===== config.mk =====
export PLATFORM = sky130hd
export DESIGN_NAME = hrf_receive_fifo
export DESIGN_NICKNAME = d
export VERILOG_FILES = /design/src/core/hrf_receive_fifo.v
export VERILOG_INCLUDE_DIRS = /design/src /design/src/core
export SDC_FILE = /design/constraint.sdc
export NUM_CORES = 2
export LEC_CHECK = 0
export BUFFER_PORTS_ARGS = -buffer_cell sky130_fd_sc_hd__buf_2
export CAP_MARGIN = 15
export CORE_AREA = 2 2 363 365
export DETAILED_ROUTE_END_ITERATION = 7
export DIE_AREA = 0 0 365 367
export PLACE_DENSITY_LB_ADDON = 0.1
export SYNTH_ARGS = -nofsm -noshare
export SYNTH_HDL_FRONTEND = slang
export SYNTH_SLANG_ARGS = --single-unit

===== constraint.sdc =====
create_clock -name clk -period 5.4 [get_ports clk]
set_input_delay 1.08 -clock clk [delete_from_list [all_inputs] [get_ports clk]]
set_output_delay 1.08 -clock clk [all_outputs]
set_load 0.1 [all_outputs]

===== src/core/hrf_consts.vh =====
`ifndef HRF_CONSTS_VH
`define HRF_CONSTS_VH
// wishbone word offsets (byte addresses)
`define HRF_ADR_SIG_FIFO    8'h00
`define HRF_ADR_SIG_IRQ     8'h04
`define HRF_ADR_SIG_CMD     8'h08
`define HRF_ADR_SIG_CNTL    8'h0C
`define HRF_ADR_SIG_CNTH    8'h10
`define HRF_ADR_SIG_CFG     8'h14
`define HRF_ADR_BRR_FIFO    8'h20
`define HRF_ADR_BRR_IRQ     8'h24
`define HRF_ADR_BRR_CMD     8'h28
`define HRF_ADR_BRR_CNTL    8'h2C
`define HRF_ADR_BRR_CNTH    8'h30
`define HRF_ADR_BRR_CFG     8'h34
// command bits
`define HRF_CMD_ACK_BIT     7
`define HRF_CMD_RESET_BIT   6
// interrupt status bits
`define HRF_IRQ_PF_BIT      7
`define HRF_IRQ_ME_BIT      6
`define HRF_IRQ_FL_BIT      5
// status byte bits
`define HRF_ST_VFR_BIT      7
`define HRF_ST_RDO_BIT      6
`define HRF_ST_CRC_BIT      5
`define HRF_ST_RAB_BIT      4
// count high register overflow bit
`define HRF_CNT_OV_BIT      4
// block threshold reset codes
`define HRF_SIG_THR_RST     2'h0
`define HRF_BRR_THR_RST     1'h0
// fifo depths
`define HRF_SIG_DEPTH       64
`define HRF_BRR_DEPTH       128
`define HRF_QUEUE_DEPTH     4
`endif


===== src/core/hrf_receive_fifo.v =====
// The placing of the registers and the Wishbone register port were decided locally.
`timescale 1ns/1ps
`include "hrf_consts.vh"

module hrf_rx_channel #(
    parameter DEPTH  = 64,
    parameter AW     = 6,
    parameter THRW   = 2,
    parameter QDEPTH = 4
) (
    input  wire            clk,
    input  wire            nrst,
    input  wire            rxValid,
    input  wire [7:0]      rxData,
    input  wire            rxEnd,
    input  wire [7:0]      rxStatus,
    input  wire            popFifo,
    input  wire            ackCmd,
    input  wire            resetCmd,
    input  wire            irqRead,
    input  wire [THRW-1:0] thrCode,
    output reg  [7:0]      fifoData,
    output wire [7:0]      irqStatus,
    output wire [11:0]     count,
    output wire            countOv,
    output wire            irqPending
);
    localparam QW = 2;
    reg [7:0]      mem [0:DEPTH-1];
    reg [AW:0]     wrPtr_q, relPtr_q, rdPtr_q, blkBase_q;
    reg [12:0]     cnt_q;
    reg [5:0]      blkCnt_q;
    reg            inFrame_q, dropping_q, lost_q, statPend_q;
    reg [7:0]      statByte_q;
    reg [THRW-1:0] thrAct_q;
    reg            pf_q, me_q, fl_q, shown_q;
    // interrupt queue entries: type, frame count, block end pointer
    reg            qMe   [0:QDEPTH-1];
    reg [12:0]     qCnt  [0:QDEPTH-1];
    reg [AW:0]     qEnd  [0:QDEPTH-1];
    reg [QW:0]     qWr_q, qRd_q;
    reg [12:0]     curCnt_q;
    reg            curMe_q;
    reg [AW:0]     curEnd_q;
    wire [5:0]     blkSize = (THRW == 2) ? (6'd32 >> thrAct_q) : (6'd16 >> thrAct_q);
    wire [AW:0]    used = wrPtr_q - relPtr_q;
    // one byte and one queue slot stay free so a frame's status byte always lands
    wire           full = (used >= DEPTH[AW:0] - 1'b1);
    wire           qEmpty = (qWr_q == qRd_q);
    wire           qFull = ((qWr_q - qRd_q) >= QDEPTH[QW:0] - 1'b1);
    wire           wrByte = (rxValid & ~dropping_q & ~full & ~qFull) | statPend_q;
    wire [7:0]     wrVal = statPend_q ? statByte_q : rxData;
    // the status byte fills a block like a data byte does
    wire           blkDone = wrByte & (blkCnt_q + 6'd1 == blkSize);
    wire           pushPf = blkDone & ~statPend_q;
    wire           pushMe = statPend_q;
    wire [12:0]    cntNext = (cnt_q == 13'h0FFF) ? 13'h1FFF : ((cnt_q[12]) ? cnt_q : cnt_q + 13'd1);

    assign count      = curCnt_q[11:0];
    assign countOv    = curCnt_q[12];
    assign irqStatus  = {pf_q, me_q, fl_q, 5'h00};
    assign irqPending = pf_q | me_q | fl_q;

    always @(posedge clk or negedge nrst)
    begin
        if (!nrst)
        begin
            wrPtr_q      <= {(AW+1){1'b0}};
            relPtr_q     <= {(AW+1){1'b0}};
            rdPtr_q      <= {(AW+1){1'b0}};
            blkBase_q    <= {(AW+1){1'b0}};
            cnt_q        <= 13'h0000;
            blkCnt_q     <= 6'h00;
            inFrame_q    <= 1'b0;
            dropping_q   <= 1'b0;
            lost_q       <= 1'b0;
            statPend_q   <= 1'b0;
            statByte_q   <= 8'h00;
            thrAct_q     <= {THRW{1'b0}};
            pf_q         <= 1'b0;
            me_q         <= 1'b0;
            fl_q         <= 1'b0;
            shown_q      <= 1'b0;
            qWr_q        <= {(QW+1){1'b0}};
            qRd_q        <= {(QW+1){1'b0}};
            curCnt_q     <= 13'h0000;
            curMe_q      <= 1'b0;
            curEnd_q     <= {(AW+1){1'b0}};
            fifoData     <= 8'h00;
        end
        else
        begin
            if (irqRead)
            begin
                pf_q <= 1'b0;
                me_q <= 1'b0;
                fl_q <= 1'b0;
            end
            if (resetCmd)
            begin
                // pending flags survive
                wrPtr_q      <= {(AW+1){1'b0}};
                relPtr_q     <= {(AW+1){1'b0}};
                rdPtr_q      <= {(AW+1){1'b0}};
                blkBase_q    <= {(AW+1){1'b0}};
                cnt_q        <= 13'h0000;
                blkCnt_q     <= 6'h00;
                inFrame_q    <= 1'b0;
                dropping_q   <= 1'b0;
                lost_q       <= 1'b0;
                statPend_q   <= 1'b0;
                shown_q      <= 1'b0;
                qWr_q        <= {(QW+1){1'b0}};
                qRd_q        <= {(QW+1){1'b0}};
                curCnt_q     <= 13'h0000;
                thrAct_q     <= thrCode;
            end
            else
            begin
                // receive side, one byte per strobe
                if (wrByte)
                begin
                    mem[wrPtr_q[AW-1:0]] <= wrVal;
                    wrPtr_q <= wrPtr_q + 1'b1;
                end
                if (statPend_q)
                begin
                    // status byte just closed the stored frame
                    statPend_q <= 1'b0;
                end
                if (rxValid & ~statPend_q)
                begin
                    if (!inFrame_q & (full | qFull))
                        dropping_q <= 1'b1;
                    if (!inFrame_q & !dropping_q & !(full | qFull))
                        inFrame_q <= 1'b1;
                    if (inFrame_q & ~wrByte)
                        lost_q <= 1'b1;
                    if (wrByte)
                    begin
                        cnt_q    <= cntNext;
                        blkCnt_q <= blkDone ? 6'h00 : blkCnt_q + 6'd1;
                    end
                    if (rxEnd)
                    begin
                        if (dropping_q | (!inFrame_q & (full | qFull)))
                        begin
                            fl_q       <= 1'b1;
                            dropping_q <= 1'b0;
                        end
                        else
                        begin
                            // status byte follows last data byte
                            statByte_q <= {rxStatus[7], lost_q | ~wrByte | full, rxStatus[5:0]};
                            statPend_q <= 1'b1;
                        end
                        inFrame_q <= 1'b0;
                        lost_q    <= 1'b0;
                    end
                end
                // queue push
                if (pushPf | pushMe)
                begin
                    qMe[qWr_q[QW-1:0]]  <= pushMe;
                    qCnt[qWr_q[QW-1:0]] <= cntNext;
                    qEnd[qWr_q[QW-1:0]] <= wrPtr_q + 1'b1;
                    qWr_q <= qWr_q + 1'b1;
                end
                if (pushMe)
                begin
                    cnt_q    <= 13'h0000;
                    blkCnt_q <= 6'h00;
                end
                // present next queued event only when none is shown
                if (!shown_q & !qEmpty)
                begin
                    shown_q   <= 1'b1;
                    curMe_q   <= qMe[qRd_q[QW-1:0]];
                    curCnt_q  <= qCnt[qRd_q[QW-1:0]];
                    curEnd_q  <= qEnd[qRd_q[QW-1:0]];
                    qRd_q     <= qRd_q + 1'b1;
                    rdPtr_q   <= blkBase_q;
                    if (qMe[qRd_q[QW-1:0]])
                        me_q <= 1'b1;
                    else
                        pf_q <= 1'b1;
                end
                // host pop; stays on last byte past the end
                if (popFifo & shown_q)
                begin
                    fifoData <= mem[rdPtr_q[AW-1:0]];
                    if (rdPtr_q + 1'b1 != curEnd_q)
                        rdPtr_q <= rdPtr_q + 1'b1;
                end
                if (ackCmd)
                begin
                    thrAct_q <= thrCode;
                    if (shown_q)
                    begin
                        // unread data discarded
                        relPtr_q  <= curEnd_q;
                        blkBase_q <= curEnd_q;
                        shown_q   <= 1'b0;
                        if (curMe_q)
                            curCnt_q <= 13'h0000;
                    end
                end
            end
        end
    end
endmodule // hrf_rx_channel

module hrf_receive_fifo (
    input  wire        clk,
    input  wire        nrst,
    input  wire        wb_cyc_i,
    input  wire        wb_stb_i,
    input  wire        wb_we_i,
    input  wire [7:0]  wb_adr_i,
    input  wire [3:0]  wb_sel_i,
    input  wire [31:0] wb_dat_i,
    output reg  [31:0] wb_dat_o,
    output reg         wb_ack_o,
    output wire        wb_err_o,
    input  wire        sigRxValid,
    input  wire [7:0]  sigRxData,
    input  wire        sigRxEnd,
    input  wire [7:0]  sigRxStatus,
    input  wire        brrRxValid,
    input  wire [7:0]  brrRxData,
    input  wire        brrRxEnd,
    input  wire [7:0]  brrRxStatus,
    output wire        sigIrqPending,
    output wire        brrIrqPending,
    output wire        sigRxResetPulse,
    output wire        brrRxResetPulse
);
    reg  [1:0]  sigThr_q;
    reg         brrThr_q;
    wire        req = wb_cyc_i & wb_stb_i & ~wb_ack_o;
    wire        wr  = req & wb_we_i & wb_sel_i[0];
    wire        rd  = req & ~wb_we_i;
    // fifo window decode ignores low address bits
    wire        sigWin = (wb_adr_i[7:2] == `HRF_ADR_SIG_FIFO >> 2);
    wire        brrWin = (wb_adr_i[7:2] == `HRF_ADR_BRR_FIFO >> 2);
    wire        sigCmdW = wr & (wb_adr_i == `HRF_ADR_SIG_CMD);
    wire        brrCmdW = wr & (wb_adr_i == `HRF_ADR_BRR_CMD);
    wire        sigAck = sigCmdW & wb_dat_i[`HRF_CMD_ACK_BIT];
    wire        sigRst = sigCmdW & wb_dat_i[`HRF_CMD_RESET_BIT];
    wire        brrAck = brrCmdW & wb_dat_i[`HRF_CMD_ACK_BIT];
    wire        brrRst = brrCmdW & wb_dat_i[`HRF_CMD_RESET_BIT];
    // flags clear at the ack edge, after the read has returned them
    wire        irqRd    = wb_cyc_i & wb_stb_i & wb_ack_o & ~wb_we_i;
    wire        sigIrqRd = irqRd & (wb_adr_i == `HRF_ADR_SIG_IRQ);
    wire        brrIrqRd = irqRd & (wb_adr_i == `HRF_ADR_BRR_IRQ);
    wire [7:0]  sigData, sigIrq, brrData, brrIrq;
    wire [11:0] sigCnt, brrCnt;
    wire        sigOv, brrOv;

    assign wb_err_o        = 1'b0;
    assign sigRxResetPulse = sigRst;
    assign brrRxResetPulse = brrRst;

    hrf_rx_channel #(.DEPTH(`HRF_SIG_DEPTH), .AW(6), .THRW(2), .QDEPTH(`HRF_QUEUE_DEPTH)) uSig (
        .clk        (clk),
        .nrst       (nrst),
        .rxValid    (sigRxValid),
        .rxData     (sigRxData),
        .rxEnd      (sigRxEnd),
        .rxStatus   (sigRxStatus),
        .popFifo    (rd & sigWin),
        .ackCmd     (sigAck),
        .resetCmd   (sigRst),
        .irqRead    (sigIrqRd),
        .thrCode    (sigThr_q),
        .fifoData   (sigData),
        .irqStatus  (sigIrq),
        .count      (sigCnt),
        .countOv    (sigOv),
        .irqPending (sigIrqPending)
    );

    hrf_rx_channel #(.DEPTH(`HRF_BRR_DEPTH), .AW(7), .THRW(1), .QDEPTH(`HRF_QUEUE_DEPTH)) uBrr (
        .clk        (clk),
        .nrst       (nrst),
        .rxValid    (brrRxValid),
        .rxData     (brrRxData),
        .rxEnd      (brrRxEnd),
        .rxStatus   (brrRxStatus),
        .popFifo    (rd & brrWin),
        .ackCmd     (brrAck),
        .resetCmd   (brrRst),
        .irqRead    (brrIrqRd),
        .thrCode    (brrThr_q),
        .fifoData   (brrData),
        .irqStatus  (brrIrq),
        .count      (brrCnt),
        .countOv    (brrOv),
        .irqPending (brrIrqPending)
    );

    always @(posedge clk or negedge nrst)
    begin
        if (!nrst)
        begin
            sigThr_q <= `HRF_SIG_THR_RST;
            brrThr_q <= `HRF_BRR_THR_RST;
            wb_ack_o <= 1'b0;
        end
        else
        begin
            wb_ack_o <= req;
            if (wr & (wb_adr_i == `HRF_ADR_SIG_CFG))
                sigThr_q <= wb_dat_i[1:0];
            if (wr & (wb_adr_i == `HRF_ADR_BRR_CFG))
                brrThr_q <= wb_dat_i[0];
        end
    end

    // fifo data appears one cycle after pop, so read mux uses registered address
    reg [7:0] adr_q;
    always @(posedge clk or negedge nrst)
    begin
        if (!nrst)
            adr_q <= 8'h00;
        else
            adr_q <= wb_adr_i;
    end

    always @*
    begin
        wb_dat_o = 32'h00000000;
        if (adr_q[7:2] == `HRF_ADR_SIG_FIFO >> 2)
            wb_dat_o = {24'h000000, sigData};
        else if (adr_q[7:2] == `HRF_ADR_BRR_FIFO >> 2)
            wb_dat_o = {24'h000000, brrData};
        else
        begin
            case (adr_q)
                `HRF_ADR_SIG_IRQ:  wb_dat_o = {24'h000000, sigIrq};
                `HRF_ADR_SIG_CNTL: wb_dat_o = {24'h000000, sigCnt[7:0]};
                `HRF_ADR_SIG_CNTH: wb_dat_o = {27'h0000000, sigOv, sigCnt[11:8]};
                `HRF_ADR_SIG_CFG:  wb_dat_o = {30'h00000000, sigThr_q};
                `HRF_ADR_BRR_IRQ:  wb_dat_o = {24'h000000, brrIrq};
                `HRF_ADR_BRR_CNTL: wb_dat_o = {24'h000000, brrCnt[7:0]};
                `HRF_ADR_BRR_CNTH: wb_dat_o = {27'h0000000, brrOv, brrCnt[11:8]};
                `HRF_ADR_BRR_CFG:  wb_dat_o = {31'h00000000, brrThr_q};
                default:           wb_dat_o = 32'h00000000;
            endcase
        end
    end
endmodule // hrf_receive_fifo


======== Yosys cells after proc, flatten, opt, wreduce, memory -nomap -nowiden ========
Memory sizes are Yosys's and may differ from the RTL's. A register that Yosys moved wholly into a read port is not among the register bits.
Cells that the tools add are included.
cells by class
  $add $sub $neg .......................... 16
  $lt $le $gt $ge ......................... 4
  equality and inequality tests ........... 24
  shift operators ......................... 2
  muxes and demuxes ....................... 147
  bitwise logic cells ..................... 75
  reduce and logical (&&, ||, !) cells .... 54
operators with widths
  kind                     number
  $mux W13                 22
  $mux W8                  13
  $mux W1                  82
  $pmux W8 S8              1
  $mux W7                  9
  $mux W6                  10
  $eq A8 B6 Y1 const B     7
  $and A1 B1 Y1            43
  $add A13 B1 Y13 const B  2
  $eq A13 B12 Y1 const B   2
  $eq A8 B5 Y1 const B     3
  $mux W3                  8
  $reduce_and A2 Y1        12
  $reduce_bool A2 Y1       12
  $reduce_bool A3 Y1       8
  $add A8 B1 Y8 const B    2
  $eq A8 B3 Y1 const B     2
  $eq A8 B4 Y1 const B     2
  $not A1 Y1               16
  $or A1 B1 Y1             16
  $add A7 B1 Y7 const B    2
  $logic_not A1 Y1         14
  $add A3 B1 Y3 const B    4
  $add A6 B1 Y6 const B    2
  17 further kinds         28
word-level totals
  register bits ........................... 170
  memory bits (writable) .................. 1708
  input port bits ......................... 85
  output and inout port bits .............. 38
  logic and storage cells ................. 372
  memories kept ........................... 8
memories
  name             words  bits a word  read ports  clocked after Yosys merged registers in  wr ports  line                   text
  uBrr.mem         128    8            1           1                                        1         hrf_receive_fifo.v:29  reg [7:0] mem [0:DEPTH-1];
  uSig.mem         64     8            1           1                                        1         hrf_receive_fifo.v:29
  uBrr.qCnt        4      13           1           0                                        1         hrf_receive_fifo.v:39  reg [12:0] qCnt [0:QDEPTH-1];
  uSig.qCnt        4      13           1           0                                        1         hrf_receive_fifo.v:39
  uBrr.qEnd        4      8            1           1                                        1         hrf_receive_fifo.v:40  reg [AW:0] qEnd [0:QDEPTH-1];
  uSig.qEnd        4      7            1           1                                        1         hrf_receive_fifo.v:40
  2 more memories  n/a    n/a          n/a         n/a                                      n/a       n/a

======== Longest topological paths before layout ========
  depth after elaboration ................. 13
  gate-level depth with buffers ........... 14

======== Modules after synthesis ========
From an unflattened synthesis, not the netlist that was laid out.
second synthesis, totals
  cells, all modules ...................... 4384
  area total of the unflattened synthesis .. 78357.7 um2
modules (own cells, without submodules)
  module                  instances  cells an instance  area an instance (um2)  seq. area each (um2)
  hrf_rx_channel at uBrr  1          2683               48661.7                 35794.3
  hrf_rx_channel at uSig  1          1548               28344.7                 20224.4
  hrf_receive_fifo        1          153                1351.3                  300.3

======== Worst setup path before layout ========
OpenSTA, ideal clock, no wires.
  kind .................................... input to output
  start ................................... in wb_adr_i[4]
  end ..................................... out sigRxResetPulse
  arrival ................................. 3.371 ns
  data required time ...................... 4.320 ns
  setup slack ............................. 0.949 ns
  stages on the path ...................... 6
  buffers on the path ..................... 2
  cell sequence ........................... nor4_1 nand4_1 or2_1 clkbuf_1 inv_2 buf_1
between the ends
  longest elaborated chain between the ends .. 3
RTL lines
  element                        line                    text
  start: declaration             hrf_receive_fifo.v:219  input wire [7:0] wb_adr_i,
  $eq A8 B4 Y1 (no source line)  n/a
  $and A1 B1 Y1                  hrf_receive_fifo.v:246  wire sigCmdW = wr & (wb_adr_i == `HRF_ADR_SIG_CMD);
  $and A1 B1 Y1                  hrf_receive_fifo.v:249  wire sigRst = sigCmdW & wb_dat_i[`HRF_CMD_RESET_BIT];
  end: declaration               hrf_receive_fifo.v:235  output wire sigRxResetPulse,
No other way between the ends.

======== Worst setup path in the final report ========
  start ................................... reg adr_q[5]
  end ..................................... out wb_dat_o[1]
between the ends
  longest elaborated chain between the ends .. 4
  elaborated cells between the ends (all ways) .. 13
  those cells by class .................... eq/ne: 9; mux: 3; reduce/logical: 1
RTL lines
  element                               line                    text
  start: declaration                    hrf_receive_fifo.v:321  reg [7:0] adr_q;
  start signal: assignment              hrf_receive_fifo.v:327  adr_q <= wb_adr_i;
  $eq A8 B6 Y1 (tied with other cells)  hrf_receive_fifo.v:339  case (adr_q)
  $pmux W8 S8                           hrf_receive_fifo.v:339
  $mux W8                               hrf_receive_fifo.v:335  else if (adr_q[7:2] == `HRF_ADR_BRR_FIFO >> 2)
  $mux W8 (*)                           hrf_receive_fifo.v:333  if (adr_q[7:2] == `HRF_ADR_SIG_FIFO >> 2)
  end: declaration                      hrf_receive_fifo.v:222  output reg [31:0] wb_dat_o,
Mark *: on every way between the ends. The rest lies on a longest branch, timed or not.

==> results by group <==
Synthesis
  – Synth Area in Adders: 0.7003%
  – Async SR Flop Fraction: 10.53%
  – Synth Flop Type: edfxtp_1
  – Sequential cell area fraction in the yosys report: 72.63%
  – Library cells used by synthesis: 86
  – Syn Area/Cell: 17.99 µm²
  – Synth Area in Compound Gates: 4.741%
  – Post-synthesis simple-gate area fraction: 5.319%
  – XOR/XNOR Fraction of Synth Area: 0.7036%
  – Main combinational cell family by area after synthesis: multiplexers
  – Cell taking the most area after synthesis: edfxtp_1
  – Post-Syn Instances: 4311
  – Post-synthesis mux area share: 14.03%
  – Post-Synthesis Cell Area: 77540 µm²
  – Post-synth EDFFs: 1708
  – Ys Warns: 0
  – Number of synthesized register bits: 1909
  – Top cells by area, synth: edfxtp_1, mux4_2, dfrtp_1, nor2_1, nand2_1
  – Synth top area share: 66.15%

Layout
  – Final net count: 4590
  – Most frequent cells in the layout: edfxtp_1, mux4_2, nor2_1, nand2_1, dfrtp_1
  – Final Core Density: 66.14%
  – Most common cell after layout, fill and taps aside: edfxtp_1
  – Area occupied by multi-input gates: 19950 µm²
  – Share of cells above drive strength 1: 21.37%
  – P&R area growth vs syn: 11.29%
  – Register area: 56340 µm²
  – Fill cell count: 8866

Worst setup path
  – CP Launch Type: flop
  – CP max FO: 9
  – Setup Crit Path Kind: flop to primary output
  – CP required: 4.32 ns
  – Crit. End Element: primary output
  – Worst R2R Setup Slack: 0.88 ns
  – Worst EP arrival: 3.70 ns

Drt
  – Final WL: 178.7 mm
  – Number of remaining DRC errors: 0
  – Antenna Nets Post-Route: 0
  – Via density: 6.378
  – Routed via count: 40660
  – Iter 0 DRT Violations: 4230
  – WL/cell: 28.03 µm
  – Initial DRT Pass Iterations: 6

Die
  – Die Wd: 365 µm
  – Die height: 367 µm
  – Die footprint: 134000 µm²
  – Core area: 130500 µm²
  – I/O pins: 123
  – Row count: 133
  – Initial core utilization: 59.43%

STA
  – Final hold vios: 0
  – Slew @ Worst Pin: 1.174 ns
  – Tcrit/Tclk final: 88.49%
  – Max Clock Skew: 0.02058 ns
  – RSZ-0062 raised after global routing: no
  – Slew HR: 21.75%
  – Max frequency: 0.2093 GHz
  – Max-slew violations: 0
  – Final Setup Violations: 0
  – TNS Setup: 0 ns
  – Post-route minimum period: 4.778 ns

Clock network
  – # resized after CTS: 0
  – Worst skew pair latency: 0.81 ns
  – H-tree Lvls: 4
  – Clock-pin slew on the worst setup and hold paths: 0.06 ns
  – CTS Buf Count: 188
  – CTS tree: yes
  – CTS Buffer Depth: 3
  – CTS sink cnt: 1909
  – Setup bufs post-CTS: 0
  – Root Buffer: clkbuf_16
  – CTS Hold Bufs: 0

GRT
  – Initial antenna violation count: 6
  – Vias in the first global route: 40700
  – Grt total ovfl: 0
  – Largest net degree at the start of global routing: 90
  – All-layer global routing usage: 27.13%
  – First-pass GRT wire length: 265.5 mm

Power
  – Peak supply drop: 392.5 µV
  – Sw frac: 24.72%
  – Lkg Pwr: 27.96 nW
  – Clock Power Share: 37.7%
  – Sequential Power Share: 51.6%
  – Pint: 0.02572 W
  – Power Density: 395.9 nW/µm²
  – Net Sw Power: 0.008446 W
  – Combinational share of power: 10.7%

Job
  – MaxCap Viol Count: 0

Outcome
  – Status: completed

Placement
  – Detailed placement HPWL: 112.2 mm
  – # port buffers: 64
  – GPL Wtd Cong: 0.8461

Worst hold path
  – Worst hold path class: input pin to asynchronous set/reset pin
==> sequential cells by signal (all words and copies together), names as in the netlist, 13 cells and up <==
signal / count
uBrr.mem: 1024
uBrr.qEnd: 32
uSig.cnt_q: 13
uSig.qCnt: 52
uBrr.cnt_q: 13
uSig.mem: 512
uBrr.qCnt: 52
uSig.curCnt_q: 13
uBrr.curCnt_q: 13
uSig.qEnd: 28
==> power groups by stage <==
stage	sequential (W)	combinational, W	clock [W]
floorplan	0.0177	0.00243	0
global route	0.0177	0.00398	0.0136
detailed placement	0.0179	0.00364	0
finish	0.0176	0.00365	0.0129
CTS	0.0176	0.00365	0.0131
global placement	0.0179	0.00354	0
==> path summary, 6_finish.rpt <==
check | cells after the start | startpoint | endpoint
worst max-delay path | 5 | adr_q[5] | wb_dat_o[1]
worst min-delay path | 1 | nrst | uSig.blkCnt_q[0]
worst max register to register | 11 | uSig.qWr_q[0] | uSig.mem[52][3]
worst min register to register | 1 | uBrr.statByte_q[6] | uBrr.statByte_q[6]
max in group asynchronous | 3 | nrst | uBrr.rdPtr_q[0]
min in group clk | 1 | wb_adr_i[1] | adr_q[1]
==> critical path, cell delays in order (launching register included) <==
cell      delay, ns
dfrtp_1        0.56
nand3b_1       0.18
nor3_1         0.85
a221oi_1       0.32
a21oi_1        0.47
buf_2          0.52
==> synthesized netlist by cell type (all sizes together), types with 58 or more instances <==
cell    number
nand3       61
mux4       417
buf        137
mux2i       83
mux2        58
a22oi       98
nor2       303
nand2      252
clkbuf     132
edfxtp    1708
a21oi      147
o21ai       78
dfrtp      201
==> cells by family (layout without fill, tap and decap cells) <==
logic type,Yosys count,count (layout)
buf+inv,317,601
fa+ha+maj,41,41
xor+xnor,59,59
mux,558,558
flops,1909,1909
other cells,1,26
simple gates,884,884
compound gates,542,542
==> layer usage <==
layer  track usage [%]  part of all wire [%]  up-vias
met1             38.11                    40    21220
met5                 0                 0.026        -
met3             4.721                   6.9      307
li1                  -                     -    17580
met2             43.76                    50     1551
met4             8.951                   3.0        8
==> cell type report <==
type / count / area share, %
Sequential cell: 1909 / 65.29
Multi-Input combinational cell: 2109 / 23.12
Clock buffer: 240 / 5.868
Tap cell: 1755 / 2.545
Timing Repair Buffer: 208 / 1.786
Clock inverter: 105 / 1.182
Inverter: 48 / 0.2088
Antenna cell: 1 / 0.002900
==> through the flow <==
| step | worst slack [ns] | cell area (µm²) | instances | hold WS, ns | power, W |
|---|---|---|---|---|---|
| floorplan | 0.9492 | 77630 | 4335 | 0.4538 | 0.02016 |
| global placement | 0.9345 | 80180 | 6027 | 0.4679 | 0.02145 |
| detailed placement | 0.9039 | 80180 | 6027 | 0.4833 | 0.02157 |
| CTS | 0.6611 | 86260 | 6372 | 0.1141 | 0.03434 |
| global route | 0.4334 | 86290 | 6374 | 0.1308 | 0.03529 |
| finish | 0.6217 | 86290 | 6375 | 0.1528 | 0.03417 |
Note: power is estimated with default switching activity, not from simulation.
